File: config.mk
export PLATFORM = sky130hd
export DESIGN_NAME = dpath_slice_buffers
export DESIGN_NICKNAME = d
export VERILOG_FILES = /design/src/design/dpath_slice_pkg.sv /design/src/design/stage_fifo.sv /design/src/design/dpath_slice_buffers.sv
export SDC_FILE = /design/constraint.sdc
export NUM_CORES = 2
export LEC_CHECK = 0
export BUFFER_PORTS_ARGS = -buffer_cell sky130_fd_sc_hd__buf_2
export CORE_ASPECT_RATIO = 0.9
export CORE_UTILIZATION = 66
export CTS_CLUSTER_DIAMETER = 60
export DETAILED_ROUTE_END_ITERATION = 8
export GPL_ROUTABILITY_DRIVEN = 0
export PLACE_DENSITY_LB_ADDON = 0.2
export SYNTH_ARGS = -nofsm -noshare
export SYNTH_HDL_FRONTEND = slang
export SYNTH_SLANG_ARGS = --single-unit
File: constraint.sdc
create_clock -name I_REF_CLK -period 10.9 [get_ports I_REF_CLK]
set_input_delay 1.635 -clock I_REF_CLK [delete_from_list [all_inputs] [get_ports I_REF_CLK]]
set_output_delay 1.635 -clock I_REF_CLK [all_outputs]
set_load 0.02 [all_outputs]
File: src/design/dpath_slice_pkg.sv
// constants and helpers shared by the data path slice buffers
package dpath_slice_pkg;
  localparam int LW_W        = 32;  // longword width per slice
  localparam int PAR_W       = 4;   // one parity bit per byte
  localparam int MASK_W      = 4;   // one byte mask bit per byte
  localparam int BYTE_W      = 8;   // bits per byte lane
  localparam int NUM_LW      = 4;   // longwords per entry per slice
  localparam int NUM_ENT     = 4;   // entries in the multi-entry buffers
  localparam int LW_USED     = 2;   // longwords reachable in a four-slice system
  localparam int IDX_W       = 2;   // width of entry and longword selects
  localparam int FIFO_DEPTH  = 8;   // bridge-side write staging depth
  localparam int DMA_RD_BIT  = 1;   // entry select bit that marks a dma read entry
  localparam int DW_PKT_W    = 2 * IDX_W + MASK_W + LW_W;
  localparam logic SRC_MRB   = 1'b0;  // first-level source: memory read buffer
  localparam logic SRC_MRG   = 1'b1;  // first-level source: merge buffer
  localparam logic OE_DRIVE_N = 1'b0;
  localparam logic OE_FLOAT_N = 1'b1;
  localparam logic [LW_W-1:0]  DATA_RST = 32'h0000_0000;
  localparam logic [PAR_W-1:0] PAR_RST  = 4'h0;
  localparam logic [PAR_W-1:0] PAR_BAD  = 4'hf;

  // even parity, one bit per byte lane
  function automatic logic [PAR_W-1:0] byte_par(input logic [LW_W-1:0] d);
    logic [PAR_W-1:0] p;
    p = '0;
    for (int b = 0; b < PAR_W; b++)
    begin
      p[b] = ^d[b*BYTE_W +: BYTE_W];
    end
    return p;
  endfunction
endpackage

File: src/design/stage_fifo.sv
// parameterised valid/ready fifo staging bridge-side write data
`timescale 1ns/1ns
module stage_fifo #(
  parameter int WIDTH = 40,
  parameter int DEPTH = 8
) (
  input  wire logic             i_clk,
  input  wire logic             i_rst_n,
  input  wire logic             i_valid,
  output logic                  o_ready,
  input  wire logic [WIDTH-1:0] i_data,
  output logic                  o_valid,
  input  wire logic             i_ready,
  output logic [WIDTH-1:0]      o_data
);
  localparam int AW = $clog2(DEPTH);
  logic [WIDTH-1:0] mem [DEPTH];
  logic [AW-1:0]    wr_ptr_ff;
  logic [AW-1:0]    rd_ptr_ff;
  logic [AW:0]      count_ff;
  logic             push;
  logic             pop;

  assign o_ready = (count_ff != (AW+1)'(DEPTH));
  assign o_valid = (count_ff != '0);
  assign o_data  = mem[rd_ptr_ff];
  assign push    = i_valid && o_ready;
  assign pop     = o_valid && i_ready;

  always_ff @(posedge i_clk)
  begin
    if (push)
    begin
      mem[wr_ptr_ff] <= i_data;
    end
  end

  always_ff @(posedge i_clk or negedge i_rst_n)
  begin
    if (!i_rst_n)
    begin
      wr_ptr_ff <= '0;
      rd_ptr_ff <= '0;
      count_ff  <= '0;
    end
    else
    begin
      if (push)
      begin
        wr_ptr_ff <= (wr_ptr_ff == AW'(DEPTH-1)) ? '0 : wr_ptr_ff + 1'b1;
      end
      if (pop)
      begin
        rd_ptr_ff <= (rd_ptr_ff == AW'(DEPTH-1)) ? '0 : rd_ptr_ff + 1'b1;
      end
      count_ff <= count_ff + (AW+1)'(push) - (AW+1)'(pop);
    end
  end
endmodule // stage_fifo

File: src/design/dpath_slice_buffers.sv
// one 32-bit data path slice: read, merge, shared, dma write and memory write buffers
`timescale 1ns/1ns
module dpath_slice_buffers #(
  parameter int LW_USED    = dpath_slice_pkg::LW_USED,
  parameter int FIFO_DEPTH = dpath_slice_pkg::FIFO_DEPTH
) (
  input  wire logic        I_REF_CLK,
  input  wire logic        I_RESETN,
  input  wire logic        I_MEM_RD_LD,
  input  wire logic [1:0]  I_MEM_RD_IDX,
  input  wire logic [31:0] I_MEM_DATA,
  input  wire logic [3:0]  I_MEM_PAR,
  input  wire logic        I_MRG_LD,
  input  wire logic        I_IORD_LD,
  input  wire logic [1:0]  I_MRG_IDX,
  input  wire logic [31:0] I_PROC_DATA,
  input  wire logic [3:0]  I_PROC_PAR,
  input  wire logic        I_SH_LD,
  input  wire logic [1:0]  I_LINE_SEL,
  input  wire logic [1:0]  I_SH_LW,
  input  wire logic        I_SH_UNLD,
  input  wire logic [1:0]  I_SH_UNLD_SEL,
  input  wire logic [1:0]  I_SH_UNLD_LW,
  input  wire logic [31:0] I_BRIDGE_DATA,
  output logic [31:0]      O_BRIDGE_DATA,
  output logic             O_BRIDGE_OE_N,
  input  wire logic        I_DW_VALID,
  input  wire logic [1:0]  I_DW_ENTRY,
  input  wire logic [1:0]  I_DW_LW,
  input  wire logic [3:0]  I_DW_MASK,
  output logic             O_DW_READY,
  input  wire logic        I_DW_UNLD,
  input  wire logic [1:0]  I_DW_UNLD_SEL,
  input  wire logic [1:0]  I_DW_UNLD_LW,
  input  wire logic        I_MWB_LD,
  input  wire logic [1:0]  I_MWB_ENTRY,
  input  wire logic [1:0]  I_MWB_LW,
  input  wire logic        I_MWB_UNLD,
  input  wire logic [1:0]  I_MWB_UNLD_SEL,
  input  wire logic [1:0]  I_MWB_UNLD_LW,
  output logic [31:0]      O_MEM_DATA,
  output logic [3:0]       O_MEM_PAR,
  output logic             O_DMA_RD_PERR,
  input  wire logic [3:0]  I_LW_SRC,
  input  wire logic [1:0]  I_PAIR_SEL0,
  input  wire logic [1:0]  I_PAIR_SEL1,
  output logic [63:0]      O_PROC_DATA,
  output logic [7:0]       O_PROC_PAR
);
  localparam int LW_W   = dpath_slice_pkg::LW_W;
  localparam int PAR_W  = dpath_slice_pkg::PAR_W;
  localparam int NUM_LW = dpath_slice_pkg::NUM_LW;
  localparam int NENT   = dpath_slice_pkg::NUM_ENT;
  localparam int UW     = (LW_USED > 1) ? $clog2(LW_USED) : 1;
  localparam int PKT_W  = dpath_slice_pkg::DW_PKT_W;
  localparam int DRB    = dpath_slice_pkg::DMA_RD_BIT;
  localparam int BW     = dpath_slice_pkg::BYTE_W;

  // storage; read, shared and dma write buffers build only LW_USED longwords, merge and memory write buffers keep all NUM_LW
  logic [LW_W-1:0]  mrb_data [LW_USED];
  logic [PAR_W-1:0] mrb_par  [LW_USED];
  logic [LW_W-1:0]  mrg_data [NUM_LW];
  logic [PAR_W-1:0] mrg_par  [NUM_LW];
  logic [LW_W-1:0]  sh_data  [NENT][LW_USED];
  logic [LW_W-1:0]  dw_data  [NENT][LW_USED];
  logic [PAR_W-1:0] dw_mask  [NENT][LW_USED];
  logic [LW_W-1:0]  mwb_data [NENT][NUM_LW];
  logic [PAR_W-1:0] mwb_par  [NENT][NUM_LW];
  logic [NENT-1:0]  dw_full_ff [LW_USED];

  logic [UW-1:0]    mrb_wi;
  logic [UW-1:0]    sh_wi;
  logic [UW-1:0]    sh_ri;
  logic [UW-1:0]    dw_ri;
  logic             sh_ld_ok;
  logic             sh_ld_dma;
  logic [LW_W-1:0]  sh_rd;
  logic             dma_chk_err;
  logic [LW_W-1:0]  bg_data;
  logic             bg_err;
  logic [LW_W-1:0]  mrg_word;
  logic [PAR_W-1:0] mrg_wpar;
  logic [LW_W-1:0]  mwb_rd;
  logic [PAR_W-1:0] mwb_rd_par;

  logic [PKT_W-1:0] fifo_in;
  logic [PKT_W-1:0] fifo_out;
  logic             fifo_valid;
  logic             fifo_take;
  logic [1:0]       hd_ent;
  logic [1:0]       hd_lw;
  logic [PAR_W-1:0] hd_mask;
  logic [LW_W-1:0]  hd_data;
  logic [UW-1:0]    hd_wi;

  logic [LW_W-1:0]  l1_data [NUM_LW];
  logic [PAR_W-1:0] l1_par  [NUM_LW];

  assign mrb_wi = I_MEM_RD_IDX[UW-1:0];
  assign sh_wi  = I_SH_LW[UW-1:0];
  assign sh_ri  = I_SH_UNLD_LW[UW-1:0];
  assign dw_ri  = I_DW_UNLD_LW[UW-1:0];

  // memory read buffer
  always_ff @(posedge I_REF_CLK)
  begin
    if (I_MEM_RD_LD)
    begin
      mrb_data[mrb_wi] <= I_MEM_DATA;
      mrb_par[mrb_wi]  <= I_MEM_PAR;
    end
  end

  // merge / i/o read buffer: i/o read parity is don't-care, never checked
  always_ff @(posedge I_REF_CLK)
  begin
    if (I_MRG_LD)
    begin
      mrg_data[I_MRG_IDX] <= I_PROC_DATA;
      mrg_par[I_MRG_IDX]  <= I_PROC_PAR;
    end
    else if (I_IORD_LD)
    begin
      mrg_data[I_MRG_IDX] <= I_BRIDGE_DATA;
      mrg_par[I_MRG_IDX]  <= dpath_slice_pkg::PAR_RST;
    end
  end

  // shared i/o write / dma read buffer; entry half decides the source
  assign sh_ld_dma = I_LINE_SEL[DRB];
  assign sh_ld_ok  = I_SH_LD;
  assign sh_rd     = sh_data[I_SH_UNLD_SEL][sh_ri];
  assign dma_chk_err = sh_ld_ok && sh_ld_dma &&
                       (dpath_slice_pkg::byte_par(mrb_data[sh_wi]) != mrb_par[sh_wi]);

  always_ff @(posedge I_REF_CLK)
  begin
    if (sh_ld_ok)
    begin
      sh_data[I_LINE_SEL][sh_wi] <= sh_ld_dma ? mrb_data[sh_wi] : I_PROC_DATA;
    end
  end

  always_ff @(posedge I_REF_CLK or negedge I_RESETN)
  begin
    if (!I_RESETN)
    begin
      O_BRIDGE_DATA <= dpath_slice_pkg::DATA_RST;
      O_BRIDGE_OE_N <= dpath_slice_pkg::OE_FLOAT_N;
    end
    else
    begin
      // pins float except the cycle after an unload, so slices can share them
      O_BRIDGE_OE_N <= I_SH_UNLD ? dpath_slice_pkg::OE_DRIVE_N : dpath_slice_pkg::OE_FLOAT_N;
      if (I_SH_UNLD)
      begin
        O_BRIDGE_DATA <= sh_rd;
      end
    end
  end

  always_ff @(posedge I_REF_CLK or negedge I_RESETN)
  begin
    if (!I_RESETN)
    begin
      O_DMA_RD_PERR <= 1'b0;
    end
    else
    begin
      O_DMA_RD_PERR <= dma_chk_err;
    end
  end

  // dma write staging fifo; a head waits while its target slot is occupied
  assign fifo_in = {I_DW_ENTRY, I_DW_LW, I_DW_MASK, I_BRIDGE_DATA};
  assign {hd_ent, hd_lw, hd_mask, hd_data} = fifo_out;
  assign hd_wi     = hd_lw[UW-1:0];
  assign fifo_take = fifo_valid && !dw_full_ff[hd_wi][hd_ent];

  stage_fifo #(
    .WIDTH (PKT_W),
    .DEPTH (FIFO_DEPTH)
  ) u_dw_fifo (
    .i_clk   (I_REF_CLK),
    .i_rst_n (I_RESETN),
    .i_valid (I_DW_VALID),
    .o_ready (O_DW_READY),
    .i_data  (fifo_in),
    .o_valid (fifo_valid),
    .i_ready (fifo_take),
    .o_data  (fifo_out)
  );

  always_ff @(posedge I_REF_CLK)
  begin
    if (fifo_take)
    begin
      dw_data[hd_ent][hd_wi] <= hd_data;
      dw_mask[hd_ent][hd_wi] <= hd_mask;
    end
  end

  // slot occupancy: a fill in the same cycle as an unload wins
  always_ff @(posedge I_REF_CLK or negedge I_RESETN)
  begin
    if (!I_RESETN)
    begin
      for (int i = 0; i < LW_USED; i++)
      begin
        dw_full_ff[i] <= '0;
      end
    end
    else
    begin
      if (I_DW_UNLD)
      begin
        dw_full_ff[dw_ri][I_DW_UNLD_SEL] <= 1'b0;
      end
      if (fifo_take)
      begin
        dw_full_ff[hd_wi][hd_ent] <= 1'b1;
      end
    end
  end

  // masked merge with background from the memory read buffer
  assign bg_data = mrb_data[dw_ri];
  assign bg_err  = I_DW_UNLD && (dpath_slice_pkg::byte_par(bg_data) != mrb_par[dw_ri]);

  always_comb
  begin
    mrg_word = bg_data;
    for (int b = 0; b < PAR_W; b++)
    begin
      if (dw_mask[I_DW_UNLD_SEL][dw_ri][b])
      begin
        mrg_word[b*BW +: BW] = dw_data[I_DW_UNLD_SEL][dw_ri][b*BW +: BW];
      end
    end
    // corrupt parity so memory keeps a visible error
    mrg_wpar = dpath_slice_pkg::byte_par(mrg_word)
             ^ (bg_err ? dpath_slice_pkg::PAR_BAD : dpath_slice_pkg::PAR_RST);
  end

  // memory write buffer; merged dma data takes precedence over a processor load
  always_ff @(posedge I_REF_CLK)
  begin
    if (I_DW_UNLD)
    begin
      mwb_data[I_MWB_ENTRY][I_MWB_LW] <= mrg_word;
      mwb_par[I_MWB_ENTRY][I_MWB_LW]  <= mrg_wpar;
    end
    else if (I_MWB_LD)
    begin
      mwb_data[I_MWB_ENTRY][I_MWB_LW] <= I_PROC_DATA;
      mwb_par[I_MWB_ENTRY][I_MWB_LW]  <= I_PROC_PAR;
    end
  end

  assign mwb_rd     = mwb_data[I_MWB_UNLD_SEL][I_MWB_UNLD_LW];
  assign mwb_rd_par = mwb_par[I_MWB_UNLD_SEL][I_MWB_UNLD_LW];

  always_ff @(posedge I_REF_CLK or negedge I_RESETN)
  begin
    if (!I_RESETN)
    begin
      O_MEM_DATA <= dpath_slice_pkg::DATA_RST;
      O_MEM_PAR  <= dpath_slice_pkg::PAR_RST;
    end
    else if (I_MWB_UNLD)
    begin
      O_MEM_DATA <= mwb_rd;
      O_MEM_PAR  <= mwb_rd_par;
    end
  end

  // processor output, first level: one source per longword
  always_comb
  begin
    for (int k = 0; k < NUM_LW; k++)
    begin
      if ((k < LW_USED) && (I_LW_SRC[k] == dpath_slice_pkg::SRC_MRB))
      begin
        l1_data[k] = mrb_data[k % LW_USED];
        l1_par[k]  = mrb_par[k % LW_USED];
      end
      else
      begin
        l1_data[k] = mrg_data[k];
        l1_par[k]  = mrg_par[k];
      end
    end
  end

  // second level: which two longwords go out
  always_ff @(posedge I_REF_CLK or negedge I_RESETN)
  begin
    if (!I_RESETN)
    begin
      O_PROC_DATA <= {dpath_slice_pkg::DATA_RST, dpath_slice_pkg::DATA_RST};
      O_PROC_PAR  <= {dpath_slice_pkg::PAR_RST, dpath_slice_pkg::PAR_RST};
    end
    else
    begin
      O_PROC_DATA <= {l1_data[I_PAIR_SEL1], l1_data[I_PAIR_SEL0]};
      O_PROC_PAR  <= {l1_par[I_PAIR_SEL1], l1_par[I_PAIR_SEL0]};
    end
  end
endmodule // dpath_slice_buffers

### Yosys cells after proc, flatten, opt, wreduce, memory -nomap -nowiden

Memories as Yosys holds them, arrays and structs flattened.
Cells that the tools add are included.

* add/subtract/negate cells: 4
* $lt $le $gt $ge: 16
* equality and inequality tests: 5
* multiplexer cells: 232
* bitwise gates (word level): 158
* reductions and logical operators: 26

Operators with widths (count)
* $mux 32: 19
* $mux 128: 2
* $bmux 32 s2: 3
* $mux 1: 162
* $or 1x1->1: 146
* $mux 64: 2
* $reduce_xor 8->1: 12
* $mux 4: 20
* $demux 32 s1: 2
* $demux 32 s2: 1
* $mux 8: 7
* $mux 16: 2
* $bmux 4 s2: 3
* $demux 4 s1: 3
* $ge 3x3->1 const B: 4
* $logic_and 1x1->1: 12
* $not 2->3: 4
* $and 8x8->8: 1
* $demux 4 s2: 1
* $ge 2x2->1 const B: 4
* $ne 4x4->1: 2
* $not 1->2: 4
* $not 8->8: 1
* $or 8x8->8: 1
* 15 further kinds: 23

* register bits after elaboration: 160
* RAM bits: 1656
* input bits: 155
* output and inout port bits: 143
* logic and storage cells: 463
* memories: 10

Memories
* mwb_data: depth 4, bits a word 128, read ports 1, clocked after memory_dff 0, wr ports 1, line dpath_slice_buffers.sv:67 `logic [LW_W-1:0] mwb_data [NENT][NUM_LW];`
* u_dw_fifo.mem: depth 8, bits a word 40, read ports 1, clocked after memory_dff 0, wr ports 1, line stage_fifo.sv:17 `logic [WIDTH-1:0] mem [DEPTH];`
* dw_data: depth 4, bits a word 64, read ports 1, clocked after memory_dff 0, wr ports 1, line dpath_slice_buffers.sv:65 `logic [LW_W-1:0] dw_data [NENT][LW_USED];`
* sh_data: depth 4, bits a word 64, read ports 1, clocked after memory_dff 0, wr ports 1, line dpath_slice_buffers.sv:64 `logic [LW_W-1:0] sh_data [NENT][LW_USED];`
* mrg_data: depth 4, bits a word 32, read ports 4, clocked after memory_dff 0, wr ports 1, line dpath_slice_buffers.sv:62 `logic [LW_W-1:0] mrg_data [NUM_LW];`
* mrb_data: depth 2, bits a word 32, read ports 4, clocked after memory_dff 0, wr ports 1, line dpath_slice_buffers.sv:60 `logic [LW_W-1:0] mrb_data [LW_USED];`
* 4 more memories

### Longest topological paths before layout

* word-level depth: 11
* mapped depth: 14
* mapped depth without buffers: 13

### Cells and area by module

From an unflattened synthesis, not the netlist that was laid out.

* cells, all modules: 3450
* area total of the unflattened synthesis: 73375.4 sq um

By module, submodules not included
* dpath_slice_buffers: times used 1, cells an instance 2931, area each 60484.3 sq um, sequential area each 43873.3 sq um
* stage_fifo: times used 1, cells an instance 519, area each 12891.1 sq um, sequential area each 9859.5 sq um

### Worst setup path after synthesis

No wires, ideal clock.

* path kind: input to register
* start: input port I_DW_VALID
* end: memory u_dw_fifo.mem[0][0], enable pin
* setup time: 0.533 ns
* arrival: 5.540 ns
* required time: 10.367 ns
* slack: 4.827 ns
* stages: 2
* cell sequence: nand2_1 nor4_1

* cells in the longest elaborated chain, start to end: 3

Ends and longest elaborated chain
* start, declared: line dpath_slice_buffers.sv:27 `input wire logic I_DW_VALID,`
* $logic_and 1x1->1: line stage_fifo.sv:27 `assign push = i_valid && o_ready;`
* $mux 1: line stage_fifo.sv:32 `if (push)`
* $mux 1 (not written as such): line stage_fifo.sv:34 `mem[wr_ptr_ff] <= i_data;`
* end, declared: line stage_fifo.sv:17

Every way passes these cells.

### Worst setup path after layout

* start: input port I_DW_UNLD_SEL[0]
* end: memory mwb_par[3][0] (netlist name), data pin

* cells in the longest elaborated chain, start to end: 8

Ends and longest elaborated chain
* start, declared: line dpath_slice_buffers.sv:33 `input wire logic [1:0] I_DW_UNLD_SEL,`
* $mem_v2 4x64 or $mem_v2 4x8 (tied branches)
* $mux 32 or $mux 4 (tied branches) (3 in series)
* $mux 8 *: line dpath_slice_buffers.sv:235 `if (dw_mask[I_DW_UNLD_SEL][dw_ri][b])`
* $reduce_xor 8->1 *: line dpath_slice_pkg.sv:28 `p[b] = ^d[b*BYTE_W +: BYTE_W];`
* $xor 4x4->4 *: line dpath_slice_buffers.sv:242 `^ (bg_err ? dpath_slice_pkg::PAR_BAD : dpath_slice_pkg::PAR_RST);`
* $mux 1 (no source line) *
* end, declared: line dpath_slice_buffers.sv:68 `logic [PAR_W-1:0] mwb_par [NENT][NUM_LW];`

Mark *: on every way between the ends. The rest lies on a longest branch, timed or not. The select of a mux whose other input is x is not followed.

==> results.py <==
metrics = {
    "sta": {
        "drv_slew": 0,
        "hold_violations": 0,
        "worst_pin_slew_ns": 1.40,
        "min_period_ns": 5.84,
        "fin_setup_tns_ns": 0,
        "max_slew_margin": 0.0690,
        "setup_violations": 0,
        "layout_setup_ws_ns": 5.06,
        "holdWs_ns": 0.503,
        "clock_skew_ns": 0.0436,
        "max_freq_mhz": 171,
        "rsz0062_at_grt": "no",
        "period_share": 0.536,
    },
    "outcome": {
        "status": "finished clean",
    },
    "logic_synthesis": {
        "syn_nets": 3741,
        "synth.avg_cell_area_um2": 20.3,
        "synthFlopType": "edfxtp_1",
        "ys_types": 52,
        "ys_top_cells_by_area": "edfxtp_1 (68%), mux4_2 (14%), dfrtp_1 (5.5%), mux2_2 (3.3%), mux2i_1 (1.9%)",
        "synth_top_family_by_area": "multiplexers",
        "synth.top_cell.area_share": 0.680,
        "synth_fa_ha_area_frac": 0.00200,
        "muxShareOfSynthArea": 0.195,
        "ys.warnings.count": 0,
        "ys_seq_area_frac": 0.735,
        "synth_edf_count": 1648,
        "yosys.area_share.xor_xnor": 0.0161,
        "ys_async_sr_fraction": 0.0885,
        "synth_seq_cells": 1808,
        "synth_compound_area_frac": 0.0191,
        "synth_common_cells": "edfxtp_1 (1648), mux4_2 (457), mux2_2 (210)",
        "yosysMostFrequentCell": "edfxtp_1",
        "syn_inst": 3575,
        "synth_area_mm2": 0.0727,
        "synth_largest_area_cell": "edfxtp_1",
        "synthSimpleGateAreaFrac": 0.0206,
    },
    "setup_path": {
        "cp_num_buf_inv": 2,
        "cp.arrival_ns": 6.29,
        "critPathSlowestCell": "a2111oi_2",
        "crit_type": "primary input to flip-flop",
        "crit_chain": "buf_4 > buf_4 > nand2_2 > o22a_1 > and3_1 > a2111oi_2 > xnor2_1 > xnor2_2 > xnor2_1 > xnor2_1 > a21oi_1",
        "cp.required_ns": 11.35,
        "cp-end-kind": "flip-flop",
        "critPathTopFamily": "compound AO/OA/AOI/OAI gates",
        "cpPeakStageDelay_ns": 0.90,
        "cpMostUsedCell": "xnor2_1",
        "crit_path_max_fanout": 44,
        "start_kind": "primary input",
    },
    "finish": {
        "fin_nets": 4090,
        "fin_util": 0.748,
        "area_growth_pct": 12.3,
        "drive_above_1_share": 0.329,
    },
    "grt": {
        "gr-usage-all-layers": 0.338,
        "grt_max_degree": 69,
        "grt_pass1_wl_um": 266000,
        "antenna_found_initial": 22,
        "grt_pass1_vias": 38500,
        "grt_overflow": 0,
    },
    "die": {
        "die_h_um": 317,
        "die_x_um": 352,
        "num_rows": 115,
        "dieArea_mm2": 0.112,
        "start_util": 0.666,
        "ioPinCount": 298,
        "coreArea_mm2": 0.109,
    },
    "power_and_ir_drop": {
        "vdd.ir_drop.worst_mv": 0.211,
        "pwr-share-seq": 0.498,
        "total_leakage_power_nw": 27.2,
        "clkPwrFrac": 0.305,
        "p_switching_w": 0.00529,
        "combinationalPowerShare": 0.197,
        "power.internal_w": 0.0137,
        "swShare": 0.279,
        "p_per_area_mw_per_mm2": 232,
    },
    "detailed_routing": {
        "met1_length_um": 66300,
        "top_layer": "met5",
        "vias": 38200,
        "wirelength_um": 186000,
        "detail_route.wl_per_cell_um": 33.5,
        "wl_met3_um": 24200,
        "wl_met2_um": 88200,
        "final_antenna_net_count": 0,
        "firstDrtPassIters": 6,
        "drt_iter0_markers": 5653,
        "drc": 0,
        "vias_per_cell": 6.89,
    },
    "clock_tree": {
        "cts_tree": "built",
        "cts_buffers": 169,
        "postCtsSetupRepairBufs": 0,
        "cts-htree-levels": 4,
        "clk-insertion-delay-late_ns": 0.80,
        "clkTransAtPathRegs_ns": 0.06,
        "cts_resized": 0,
        "postCtsHoldBufs": 0,
        "cts.sinks": 1808,
        "ctsRootBufferMaster": "clkbuf_16",
        "cts.path.max_buffers": 3,
    },
    "place": {
        "port_buffers": 290,
        "post-place-ws_ns": 4.42,
        "place_hpwl_um": 114000,
    },
    "min_path": {
        "hold_class": "flip-flop to flip-flop",
    },
    "job": {
        "max_cap_violations": 0,
    },
}
==> path summary, 6_finish.rpt <==
| path | from | endpoint | slack (ns) | cells past startpoint |
|---|---|---|---|---|
| max | I_DW_UNLD_SEL[0] | mwb_par[3][0] | 5.06 | 11 |
| min | O_MEM_DATA[20] | O_MEM_DATA[20] | 0.50 | 1 |
| max reg2reg | u_dw_fifo.rd_ptr_ff[1] | dw_data[3][49] | 5.95 | 9 |
| min reg2reg | O_MEM_DATA[20] | O_MEM_DATA[20] | 0.50 | 1 |
| max in group asynchronous | I_RESETN | u_dw_fifo.rd_ptr_ff[0] | 8.60 | 2 |
| min in group asynchronous | I_RESETN | O_MEM_PAR[0] | 0.82 | 1 |
==> cells in the final DEF, fill, tap and decap left out, types with 13 or more instances in the layout <==
cell	synthesis	layout
edfxtp_1	1648	1648
mux4_2	457	457
buf_2	14	285
mux2_2	210	210
clkbuf_16	0	169
dfrtp_1	159	156
nand2_1	143	143
mux2i_1	137	137
o21ai_0	129	129
nor2_1	145	114
a21oi_1	111	111
buf_4	2	86
xnor2_1	82	82
clkbuf_1	136	54
xor2_1	34	34
clkinv_1	0	28
nor2_4	0	25
clkinv_2	0	20
clkbuf_8	0	19
nor2b_1	15	13
nand2b_1	13	13
==> metrics by stage <==
stage	power, W	instance area (µm²)	std cells
global placement	0.0130	76200	5215
global route	0.0195	81700	5537
detailed placement	0.0132	76200	5215
floorplan	0.0119	72700	3575
finish	0.0190	81700	5543
CTS	0.0190	81700	5531
==> worst reg2reg max path: stages (launching register included) <==
cell,delay (ns)
dfrtp_2,0.55
buf_4,0.81
mux4_2,0.45
mux2i_1,0.68
nor2b_1,0.13
a211oi_1,0.26
a21oi_1,0.12
or3b_2,0.67
nor2_4,0.40
buf_4,0.50
==> flip-flops by register name, summed over array words and instances, names as in the netlist, 16 cells and up <==
register	cells
O_PROC_DATA	64
dw_mask	32
mrb_data	64
mrg_par	16
mrg_data	128
O_BRIDGE_DATA	32
mwb_data	512
dw_data	256
u_dw_fifo.mem	312
mwb_par	64
O_MEM_DATA	32
sh_data	256
==> layer usage <==
| metal | GRT usage | vias to the layer above |
|---|---|---|
| li1 | - | 15200 |
| met1 | 0.475 | 20000 |
| met2 | 0.519 | 2559 |
| met3 | 0.0891 | 380 |
| met4 | 0.131 | 20 |
| met5 | 0 | - |
==> kinds of logic (layout without fill, tap and decap cells) <==
family,count (synthesis),after routing
flops,1808,1808
buf+inv,205,699
xor+xnor,123,123
mux,812,812
other cells,0,12
simple gates,355,355
fa+ha+maj,11,11
compound gates,261,261
==> cell type report <==
class | instances | area, µm²
Sequential cell | 1808 | 53500
Timing Repair Buffer | 373 | 2100
Fill cell | 5847 | 27500
Clock inverter | 75 | 803
Inverter | 10 | 37.5
Tap cell | 1462 | 1830
Clock buffer | 241 | 4680
Antenna cell | 12 | 30.0
Multi-Input combinational cell | 1562 | 18700
==> power groups by stage <==
stage	registers, W	clock network [W]	logic [W]
2_1_floorplan	0.00952	0	0.00233
3_3_place_gp	0.00950	0	0.00347
3_5_place_dp	0.00958	0	0.00367
4_1_cts	0.00945	0.00582	0.00370
5_1_grt	0.00950	0.00610	0.00394
6_report	0.00945	0.00579	0.00373
(Power assumes the default switching activity.)
